File: src/core/psr_pkg.sv
// constants shared by the parallel/serial shift register
//
// Overview of operation
// (RL1) eight D stages chained, serial input feeds first
// (RL2) only stages six, seven, eight come out
// (RL3) select low: rising clock shifts chain once
// (RL4) select high: stages follow presets, clock ignored
// (RL5) stage n takes preset input n
// (RL6) contents hold while clock stands still
// (RL7) falling clock edge changes nothing
package psr_pkg;

  // ============================================================
  // geometry
  localparam int unsigned STAGE_COUNT = 8;
  localparam int unsigned TAP_SIX     = 5;
  localparam int unsigned TAP_SEVEN   = 6;
  localparam int unsigned TAP_EIGHT   = 7;

  // ============================================================
  // reset values
  localparam logic [STAGE_COUNT-1:0] STAGE_RESET = 8'h00;
  localparam logic                   PIN_RESET   = 1'h0;

  // ============================================================
  // pin conditioning
  localparam int unsigned SYNC_DEPTH = 3;

endpackage

File: src/core/psr_shift_register.sv
// eight-stage parallel-load / serial-shift register with pin conditioning
`timescale 1ns/1ps
`default_nettype none

// ============================================================
// pin synchroniser: three flops, a change counts once the
// second and third flops agree
module psr_pin_sync #(
  parameter int unsigned WIDTH = 1
) (
  input  wire logic             clock,
  input  wire logic             reset_n,
  input  wire logic             clockEnable,
  input  wire logic [WIDTH-1:0] pinIn,
  output var  logic [WIDTH-1:0] levelOut
);
  import psr_pkg::*;

  logic [WIDTH-1:0] meta_q;
  logic [WIDTH-1:0] second_q;
  logic [WIDTH-1:0] third_q;
  logic [WIDTH-1:0] level_q;
  logic [WIDTH-1:0] level_d;

  // ============================================================
  // flop chain; meta_q is read only by second_q
  always_ff @(posedge clock) begin
    if (!reset_n) begin
      meta_q   <= {WIDTH{PIN_RESET}};
      second_q <= {WIDTH{PIN_RESET}};
      third_q  <= {WIDTH{PIN_RESET}};
    end else if (clockEnable) begin
      meta_q   <= pinIn;
      second_q <= meta_q;
      third_q  <= second_q;
    end
  end

  // ============================================================
  // agreement filter, bit by bit
  always_comb begin
    for (int i = 0; i < WIDTH; i++) begin
      level_d[i] = (second_q[i] == third_q[i]) ? third_q[i] : level_q[i];
    end
  end

  always_ff @(posedge clock) begin
    if (!reset_n) begin
      level_q <= {WIDTH{PIN_RESET}};
    end else if (clockEnable) begin
      level_q <= level_d;
    end
  end

  assign levelOut = level_q;

endmodule

// ============================================================
// one storage stage: a plain D flop choosing load, shift or hold
module psr_stage #(
  parameter logic RESET_VALUE = psr_pkg::STAGE_RESET[0]
) (
  input  wire logic clock,
  input  wire logic reset_n,
  input  wire logic clockEnable,
  input  wire logic loadSelect,
  input  wire logic shiftStrobe,
  input  wire logic presetBit,
  input  wire logic serialBit,
  output var  logic stateOut
);
  import psr_pkg::*;

  logic stage_q;
  logic stage_d;

  // ============================================================
  // next value; a load outranks a shift strobe in the same cycle
  // hold is the default, so a stopped shift clock keeps the bit
  always_comb begin
    stage_d = stage_q; // hold while the clock stands  (see RL6)
    if (loadSelect) begin
      // clock and serial data ignored while loading
      stage_d = presetBit; // (see RL4) (see RL5)
    end else if (shiftStrobe) begin
      stage_d = serialBit; // (see RL3)
    end
  end

  // ============================================================
  // storage; no pin reset exists, the system reset clears it
  always_ff @(posedge clock) begin
    if (!reset_n) begin
      stage_q <= RESET_VALUE;
    end else if (clockEnable) begin
      stage_q <= stage_d; // (see RL1)
    end
  end

  assign stateOut = stage_q;

endmodule

// ============================================================
// top: the register chain
module psr_shift_register #(
  parameter int unsigned STAGES = psr_pkg::STAGE_COUNT
) (
  input  wire logic                           clock,
  input  wire logic                           reset_n,
  input  wire logic                           clockEnable,
  input  wire logic                           shiftClock,
  input  wire logic                           loadShiftSelect,
  input  wire logic                           serialIn,
  input  wire logic [psr_pkg::STAGE_COUNT-1:0] presetInput,
  output var  logic                           stageSixOut,
  output var  logic                           stageSevenOut,
  output var  logic                           stageEightOut
);
  import psr_pkg::*;

  // ============================================================
  // conditioned pin levels
  logic                   shiftClockLvl;
  logic                   loadSelectLvl;
  logic                   serialLvl;
  logic [STAGES-1:0]      presetLvl;
  logic                   shiftClockPrev_q;
  logic                   shiftRise;
  logic [STAGES-1:0]      stageBits;
  logic [STAGES-1:0]      shifted;

  // all inputs share one conditioning depth, so data and clock
  // stay aligned and setup at the pins carries over
  psr_pin_sync #(
    .WIDTH (1)
  ) uClockSync (
    .clock       (clock),
    .reset_n     (reset_n),
    .clockEnable (clockEnable),
    .pinIn       (shiftClock),
    .levelOut    (shiftClockLvl)
  );

  psr_pin_sync #(
    .WIDTH (1)
  ) uSelectSync (
    .clock       (clock),
    .reset_n     (reset_n),
    .clockEnable (clockEnable),
    .pinIn       (loadShiftSelect),
    .levelOut    (loadSelectLvl)
  );

  psr_pin_sync #(
    .WIDTH (1)
  ) uSerialSync (
    .clock       (clock),
    .reset_n     (reset_n),
    .clockEnable (clockEnable),
    .pinIn       (serialIn),
    .levelOut    (serialLvl)
  );

  psr_pin_sync #(
    .WIDTH (STAGES)
  ) uPresetSync (
    .clock       (clock),
    .reset_n     (reset_n),
    .clockEnable (clockEnable),
    .pinIn       (presetInput[STAGES-1:0]),
    .levelOut    (presetLvl)
  );

  // ============================================================
  // shift clock edge tracking
  always_ff @(posedge clock) begin
    if (!reset_n) begin
      shiftClockPrev_q <= PIN_RESET;
    end else if (clockEnable) begin
      shiftClockPrev_q <= shiftClockLvl;
    end
  end

  // rising only; a falling level gives no event  (see RL7)
  assign shiftRise = shiftClockLvl & ~shiftClockPrev_q;

  // ============================================================
  // per-stage next value
  assign shifted[0] = serialLvl; // (see RL1)

  for (genvar g = 1; g < STAGES; g++) begin : gChain
    assign shifted[g] = stageBits[g-1]; // (see RL3)
  end

  // one stage per bit; load has priority inside each stage, and a
  // rise seen while loading is dropped rather than replayed later,
  // so leaving load needs the shift clock held steady
  for (genvar g = 0; g < STAGES; g++) begin : gStage
    psr_stage #(
      .RESET_VALUE (STAGE_RESET[g])
    ) uStage (
      .clock       (clock),
      .reset_n     (reset_n),
      .clockEnable (clockEnable),
      .loadSelect  (loadSelectLvl),
      .shiftStrobe (shiftRise),
      .presetBit   (presetLvl[g]),
      .serialBit   (shifted[g]),
      .stateOut    (stageBits[g])
    );
  end

  // ============================================================
  // taps: only the last three stages leave the block
  assign stageSixOut   = stageBits[TAP_SIX];   // (see RL2)
  assign stageSevenOut = stageBits[TAP_SEVEN]; // (see RL2)
  assign stageEightOut = stageBits[TAP_EIGHT]; // (see RL2)

endmodule

`default_nettype wire

File: config.mk
export PLATFORM = sky130hd
export DESIGN_NAME = psr_shift_register
export DESIGN_NICKNAME = d
export VERILOG_FILES = /design/src/core/psr_pkg.sv /design/src/core/psr_shift_register.sv
export SDC_FILE = /design/constraint.sdc
export NUM_CORES = 1
export LEC_CHECK = 0
export BUFFER_PORTS_ARGS = -buffer_cell sky130_fd_sc_hd__buf_2
export CAP_MARGIN = 25
export CORE_MARGIN = 2
export CORE_UTILIZATION = 55
export DETAILED_ROUTE_END_ITERATION = 10
export PLACE_DENSITY = 0.74
export SLEW_MARGIN = 20
export SYNTH_ARGS = -nofsm -noshare
export SYNTH_HDL_FRONTEND = slang
export SYNTH_HIERARCHICAL = 1
export SYNTH_SLANG_ARGS = --single-unit
File: constraint.sdc
create_clock -name clock -period 1.7 [get_ports clock]
set_input_delay 0.255 -clock clock [delete_from_list [all_inputs] [get_ports clock]]
set_output_delay 0.255 -clock clock [all_outputs]
set_load 0.03 [all_outputs]
Word level (Yosys, flattened, before mapping). Cells that the tools add are included.

Shift operators: 0. Add/sub/neg operators: 0. Bitwise operators: 2. Div/mod/pow operators: 0. Equality and inequality tests: 11. Multiply operators: 0. Muxes and demuxes: 16. Reduce and logical (&&, ||, !) cells: 13. $lt $le $gt $ge: 0.

Operators with widths (count): AND reduction 2 bit (12); 2-to-1 mux 1 bit (16); equality test 1 bit (11); nonzero test 2 bit (1); AND 1 bit (1); NOT 1 bit (1).

Output and inout bits: 3. RAM bits: 0. Flip-flop bits (word level): 53. Latch bits: 0. Logic and storage cells: 74. Memories kept: 0. Bits of input ports: 14. Memory bits (read-only): 0.

Logic depth before layout (Yosys ltp). Gate-level depths: netlist of run 1.

Depth in word-level cells: 4. Mapped depth: 4. Mapped depth without buffers: 4.

By module. The synthesis of run 1 kept the hierarchy.

By module, submodules not included: psr_pin_sync at uPresetSync (area each 1402.6 µm², cells an instance 130, instances 1, seq. area each 640.6 µm²); psr_pin_sync at uClockSync ... (area each 172.7 µm², cells an instance 17, instances 3, seq. area each 80.1 µm²); psr_stage (area each 53.8 µm², cells an instance 6, instances 8, seq. area each 20.0 µm²); psr_shift_register (area each 42.5 µm², cells an instance 4, instances 1, seq. area each 20.0 µm²).

Least setup slack after synthesis of run 1. No wires, ideal clock.

Path type: register to register. Start: reg uClockSync.level_q, in the netlist uClockSync/levelOut. End: reg gStage[5].uStage.stage_q. Stages on the path, launching flop included: 5. Library setup time: 70 ps. Path slack: 330 ps. Clock period less this slack: 1370 ps. Buffers on the path: 0. Required time: 1630 ps. Arrival: 1300 ps. Cells stage by stage: dfxtp_1 nor2b_1 o21a_1 o21ai_1 a21oi_1.

Cells in the longest elaborated chain, start to end: 3.

RTL lines: from (decl) (line psr_shift_register.sv:22) `logic [WIDTH-1:0] level_q;`; from (signal assigned) (line psr_shift_register.sv:49) `level_q <= {WIDTH{PIN_RESET}};`; from (signal assigned) (line psr_shift_register.sv:51) `level_q <= level_d;`; AND 1 bit (line psr_shift_register.sv:187) `assign shiftRise = shiftClockLvl & ~shiftClockPrev_q;`; net shiftRise (line psr_shift_register.sv:130) `logic shiftRise;`; nonzero test 2 bit (no line); AND reduction 2 bit (no line); to (signal assigned) (line psr_shift_register.sv:97) `stage_q <= stage_d;`; to (decl) (line psr_shift_register.sv:75) `logic stage_q;`.

The timed path passes the listed nets, and every way through them passes these cells. A chain may end at the register's enable or synchronous reset.

Final worst setup path of run 1.
Start: reg uClockSync.level_q, in the netlist uClockSync/levelOut. End: reg gStage[2].uStage.stage_q.

Cells in the longest elaborated chain, start to end: 3.

RTL lines (line): AND 1 bit (psr_shift_register.sv:187); net shiftRise (psr_shift_register.sv:130); nonzero test 2 bit (no line); AND reduction 2 bit (no line); to (signal assigned) (psr_shift_register.sv:97); to (decl) (psr_shift_register.sv:75).

The timed path passes the listed nets, and every way through them passes these cells.

==> results of run 1 <==
==> path summary, 6_finish.rpt <==
path                             from                         to  slack, ns  cells past startpoint
setup / recovery  uClockSync/levelOut  gStage[2].uStage/stateOut       0.57                      5
hold / removal         presetInput[5]      uPresetSync/meta_q[5]       0.18                      3
setup reg to reg  uClockSync/levelOut  gStage[2].uStage/stateOut       0.57                      5
hold reg to reg   uSelectSync/third_q       uSelectSync/levelOut       0.47                      2
==> layout make-up <==
cell class                 instances  area, µm²
clock inverter                     1      5.005
fill                             354       1499
inverter                          15      58.81
tap                               50      62.56
timing repair buffer              23      157.7
multi-input combinational        153       1174
sequential                        53       1061
clock buffer                       5      68.82
==> power breakdown <==
part           switching [W]  internal, W  total [W]
sequential         0.0000223      0.00127    0.00129
clock               0.000364     0.000272   0.000636
combinational      0.0000911    0.0000875   0.000179
total               0.000478      0.00163    0.00211
==> layer usage <==
| metal | track usage, % | vias up | wire length [µm] |
|---|---|---|---|
| li1 | - | 827 | - |
| met1 | 21.65 | 734 | 1881 |
| met2 | 26.56 | 10 | 1721 |
| met3 | 3.896 | 5 | 64 |
| met4 | 6.410 | 0 | 63 |
| met5 | 0 | - | 0 |
==> synthesized netlist by cell type (all sizes together) <==
library cell | n | area share, %
a21oi | 19 | 4.0
buf | 9 | 3.6
clkbuf | 3 | 0.63
dfxtp | 53 | 44
inv | 15 | 2.5
mux2i | 42 | 18
nand2 | 11 | 1.7
nand2b | 8 | 2.1
nor2 | 33 | 5.2
nor2b | 13 | 6.8
o21a | 8 | 2.5
o21ai | 8 | 1.7
o32ai | 11 | 7.5
==> through the flow <==
step / worst slack, ns / cell area [µm²]
global route: 0.4533 / 2587
floorplan: 0.3298 / 2394
detailed placement: 0.4776 / 2514
CTS: 0.5633 / 2587
global placement: 0.4991 / 2514
finish: 0.5674 / 2587
==> sequential cells by signal, indices dropped and copies added (netlist names), 8 cells and up <==
register	count
gStage.uStage/stateOut	8
uPresetSync/levelOut	8
uPresetSync/meta_q	8
uPresetSync/second_q	8
uPresetSync/third_q	8
==> tightest hold or removal path, stage by stage <==
cell	delay (ns)
sky130_fd_sc_hd__buf_2	0.07
sky130_fd_sc_hd__mux2i_1	0.05
sky130_fd_sc_hd__nor2_1	0.07
==> placed cells by master, fill, tap and decap left out <==
cell type | Yosys | final
sky130_fd_sc_hd__clkinv_2 | 0 | 1
sky130_fd_sc_hd__nand2b_1 | 8 | 8
sky130_fd_sc_hd__o32ai_2 | 11 | 11
sky130_fd_sc_hd__nor2_1 | 33 | 33
sky130_fd_sc_hd__nor2b_4 | 11 | 11
sky130_fd_sc_hd__clkbuf_8 | 0 | 5
sky130_fd_sc_hd__buf_12 | 0 | 2
sky130_fd_sc_hd__mux2i_1 | 42 | 42
sky130_fd_sc_hd__inv_4 | 1 | 1
sky130_fd_sc_hd__o21ai_1 | 8 | 8
sky130_fd_sc_hd__a21oi_1 | 19 | 19
sky130_fd_sc_hd__nand2_1 | 11 | 11
sky130_fd_sc_hd__o21a_1 | 8 | 8
sky130_fd_sc_hd__nor2b_1 | 2 | 2
sky130_fd_sc_hd__dfxtp_1 | 53 | 53
sky130_fd_sc_hd__inv_1 | 14 | 14
sky130_fd_sc_hd__buf_2 | 2 | 16
sky130_fd_sc_hd__buf_4 | 1 | 5
==> logic make-up after synthesis <==
group | Yosys count | synth area share [%]
AOI/OAI and AO/OA | 46 | 15.63
buffers and inverters | 27 | 6.639
DFF | 53 | 44.33
muxes | 42 | 17.56
and+or+nand+nor | 65 | 15.84
==> flow_metrics.tcl, run 1 <==
set metrics [dict create \
    synth.net_count 247 \
    fin_setup_tns_ns 0 \
    synth.yosys.warnings 6 \
    cp_cell_sequence "nor2b_1 -> buf_4 -> nand2b_1 -> mux2i_1 -> a21oi_1" \
    firstDrtPassIters 4 \
    pin_count_of_the_biggest_net_entering_global_routing 41 \
    number_of_global_route_vias_before_repair 1453 \
    layout_min_cycle_time_ns 1.133 \
    report.final.hold_viol_count 0 \
    dp.final_hpwl_um 2452 \
    clock_pin_slew_of_the_registers_on_the_worst_case_setup_and_hold_paths_ns 0.09 \
    num_vias 1576 \
    clkSinkCount 53 \
    grt_first_pass_wirelength_um 6568 \
    required_ns 1.88 \
    maxCapViolCount 0 \
    design_power_total_w 0.002106 \
    overflow 0 \
    die_w_um 69.97 \
    slew_headroom_pct 75.37 \
    cts.hold.buffers_added 0 \
    whs_ns 0.1820 \
    unrepaired_setup_endpoints_after_global_routing "no" \
    first_iter_violations 91 \
    finClkSkew_ns 0.009111 \
    numCtsBuffers 5 \
    finish.utilization_pct 63.32 \
    synth_seq_cells 53 \
    floorplan.rows 23 \
    critical_path.top_delay_family "flip-flops" \
    initial_core_util_pct 58.57 \
    clock_latency_on_the_worst_skew_pair_ns 0.30 \
    final_layout_size_suffix_gt1_share_pct 20.80 \
    timing.critical_path.to_type "register" \
    top_level_ports 17 \
    finalSetupViolCount 0 \
    maxSlewViolCount 0 \
    detail_route.wirelength_um 3731 \
    max_slew.worst_pin.slew_ns 0.3694 \
    avgViaCountPerCell 5.253 \
    antenna_violating_nets_post_route 0 \
    crit_path_start_kind "register" \
    count_of_port_buffers_added_during_placement 16 \
    timing.hold.worst.class "input pin to register" \
    worst_path_fanout_max 16 \
    die_h_um 69.97 \
    synthesis.area_per_instance_um2 10.27 \
    critical_path.max_stage_delay_ns 0.37 \
    nets_finish 265 \
    number_of_instances_resized_during_post_cts_repair 0 \
    max_freq_ghz 0.8829 \
    floorplan.die_area_um2 4896 \
    netlist_area_um2 2394 \
    critPathArrivalTime_ns 1.32 \
    synth-seq-area-share_pct 44.33 \
    outcome "finished clean" \
    critical_path_class "register to register" \
    detail_route.drc_violations 0 \
    diodes 0 \
    numPlacedInstances 294 \
    gp_congestion 0.7623 \
    cts.root.buffer_cell "sky130_fd_sc_hd__clkbuf_8" \
    p_leak_nw 1.056 \
    final_cell_count_no_fill 300 \
    core_box_area_um2 4086 \
    area_growth_pct 8.102 \
    timing.final.crit_share_pct 66.62 \
    cell_variety_after_synth 17 \
    global_route.usage.total_pct 16.58 \
    grt_antenna_before_repair 0 \
    worst_ir_drop_vdd_mv 0.6068 \
    critical_path_buffer_and_inverter_count 1 \
    clock_tree_from_tritoncts "built" \
    p_per_area_nw_per_um2 814.0 \
    h_tree_level_count 2 \
    ctsLongestPathBuffers 2 \
    gate_count_of_the_mapped_netlist 233 \
    post_cts_buffers 0 \
    avgRoutedWirePerCell_um 12.44 \
    slowest_stage "sky130_fd_sc_hd__dfxtp_1" \
]
(Power assumes the default switching activity.)
==> inputs of run 2 (changes only) <==
--- a/config.mk
+++ b/config.mk
@@ -8,7 +8,7 @@
 export BUFFER_PORTS_ARGS = -buffer_cell sky130_fd_sc_hd__buf_2
 export CAP_MARGIN = 25
 export CORE_MARGIN = 2
-export CORE_UTILIZATION = 55
+export CORE_UTILIZATION = 53
 export DETAILED_ROUTE_END_ITERATION = 10
 export PLACE_DENSITY = 0.74
 export SLEW_MARGIN = 20
==> constraint.sdc (replaced) <==
create_clock -name clock -period 1 [get_ports clock]
set_input_delay 0.15 -clock clock [delete_from_list [all_inputs] [get_ports clock]]
set_output_delay 0.15 -clock clock [all_outputs]
set_load 0.03 [all_outputs]
==> run 2 against run 1 <==
Compared with the run above:
- via count is 2.5% higher
- design area rose by 3.9%
- sequential share of layout area shrank 1.4 points
- sequential power is 71% higher
- final cell count rose by 2.7%
- clock skew down 0.0028 ns
- the flow now finishes with violations (negative setup slack)
- highest routed layer unchanged
- largest power group unchanged
- flip-flop and latch count unchanged
- die area grew 3.5%
- worst setup slack got worse by 0.60 ns
- non-clock buffer count up 5
- clock power increased by 87%
==> flow_metrics.tcl, run 2 (same netlist as run 1, synthesis figures left out) <==
set metrics [dict create \
    cts.root.buffer_cell "sky130_fd_sc_hd__clkbuf_8" \
    floorplan.rows 24 \
    timing.hold.worst.class "input pin to register" \
    floorplan.die_area_um2 5069 \
    p_sw_share_pct 22.55 \
    design_power_total_w 0.003700 \
    die_h_um 71.20 \
    grt_first_pass_wirelength_um 6824 \
    power.share.combinational_pct 8.5 \
    clock_pin_slew_of_the_registers_on_the_worst_case_setup_and_hold_paths_ns 0.08 \
    sequential_power_share_pct 59.3 \
    required_ns 1.19 \
    p_leak_nw 1.093 \
    finish.utilization_pct 61.72 \
    maxSlewViolCount 0 \
    crit_path_start_kind "register" \
    post_cts_buffers 0 \
    detail_route.drc_violations 0 \
    filler_cell_count 366 \
    unrepaired_setup_endpoints_after_global_routing "yes" \
    power_frac_clock_pct 32.1 \
    max_slew.worst_pin.slew_ns 0.2487 \
    critPathArrivalTime_ns 1.22 \
    firstDrtPassIters 4 \
    ctsLongestPathBuffers 2 \
    count_of_port_buffers_added_during_placement 16 \
    power_report.internal_total_w 0.002865 \
    placement.cell_area_um2 2589 \
    maxCapViolCount 0 \
    number_of_global_route_vias_before_repair 1516 \
    global_route.usage.total_pct 17.12 \
    h_tree_level_count 2 \
    core_box_area_um2 4354 \
    worst_path_fanout_max 13 \
    postLayoutCellArea_um2 2688 \
    antenna_violating_nets_post_route 0 \
    nets_finish 270 \
    footprint_of_the_multi_input_gates_um2 1185 \
    gp_congestion 0.6763 \
    placement_setup_slack_ns -0.02819 \
    layout_min_cycle_time_ns 1.032 \
    layout.area.seq_um2 1065 \
    violations "negative setup slack" \
    num_vias 1615 \
    commonest_cells_after_routing_fill_and_taps_aside "50 x sky130_fd_sc_hd__dfxtp_1, 42 x sky130_fd_sc_hd__mux2i_1, 33 x sky130_fd_sc_hd__nor2_1" \
    avgViaCountPerCell 5.244 \
    final_common_cell "sky130_fd_sc_hd__dfxtp_1" \
    avgRoutedWirePerCell_um 12.20 \
    report.final.hold_viol_count 0 \
    pin_count_of_the_biggest_net_entering_global_routing 43 \
    numCtsBuffers 5 \
    outcome "finished, violations left" \
    timing.critical_path.to_type "register" \
    first_iter_violations 62 \
    timing.final.crit_share_pct 103.2 \
    overflow 0 \
    diodes 0 \
    finalSetupViolCount 8 \
    slew_headroom_pct 83.42 \
    net-switching-power_w 0.0008344 \
    top_level_ports 17 \
    clkSinkCount 53 \
    final_layout_size_suffix_gt1_share_pct 24.22 \
    critical_path_class "register to register" \
    worst_ir_drop_vdd_mv 0.9139 \
    clock_latency_on_the_worst_skew_pair_ns 0.31 \
    dp.final_hpwl_um 2533 \
    max_freq_ghz 0.9690 \
    finClkSkew_ns 0.006342 \
    die_w_um 71.20 \
    area_growth_pct 12.28 \
    detail_route.wirelength_um 3758 \
    clock_tree_from_tritoncts "built" \
    grt_antenna_before_repair 0 \
    initial_core_util_pct 54.97 \
    finalWorstSetupSlack_ns -0.03196 \
    p_per_area_nw_per_um2 1377 \
]
## run 2: final timing paths
check	slack, ns	startpoint	end	cells past startpoint
max	-0.03	uClockSync/levelOut	gStage[0].uStage/stateOut	5
min	0.08	presetInput[2]	uPresetSync/meta_q[2]	3
max reg2reg	-0.03	uClockSync/levelOut	gStage[0].uStage/stateOut	5
min reg2reg	0.47	uPresetSync/third_q[6]	uPresetSync/levelOut[6]	2
## run 2: worst max-delay path, stage by stage, from the launching register on
cell	delay, ns
sky130_fd_sc_hd__dfxtp_2	0.33
sky130_fd_sc_hd__nor2b_4	0.13
sky130_fd_sc_hd__buf_12	0.13
sky130_fd_sc_hd__o21a_1	0.18
sky130_fd_sc_hd__o21ai_1	0.10
sky130_fd_sc_hd__a21oi_1	0.05
## run 2: what timing repair did
action                                  in CTS  in global routing
gates resized for setup                      4                  1
endpoints found under the setup margin      11                  9
gates cloned                                 0                  0
pin swaps                                    2                  1
hold buffers                                 0                  0
## run 2: stage by stage
stage	TNS (ns)	hold WS, ns	instances
floorplan	0	0.2400	233
detailed placement	-0.1609	0.3916	301
global route	-0.7875	0.07759	308
global placement	-0.06611	0.3821	301
CTS	-0.2957	0.06656	308
finish	-0.2136	0.07697	308
## run 2: per-layer routing
metal / share of wire (%) / global-route usage, % / vias to the layer above / routed length, µm
li1: - / - / 838 / -
met1: 49 / 21.93 / 751 / 1823
met2: 46 / 26.95 / 20 / 1732
met3: 3.4 / 4.843 / 6 / 128
met4: 2.0 / 7.547 / 0 / 74
met5: 0 / 0 / - / 0
## run 2: area by class of cell
cell class	instances	share of cell area (%)
inverter	15	2.188
timing repair buffer	28	8.473
clock buffer	7	3.212
multi-input combinational	153	44.09
tap	52	2.421
sequential	53	39.62
## run 2: power by group through the flow
stage | registers [W] | clock network (W) | logic, W
floorplan | 0.00224 | 0 | 0.000242
global placement | 0.00224 | 0 | 0.000309
detailed placement | 0.00225 | 0 | 0.000318
CTS | 0.00220 | 0.00124 | 0.000319
global route | 0.00220 | 0.00131 | 0.000350
finish | 0.00220 | 0.00119 | 0.000315
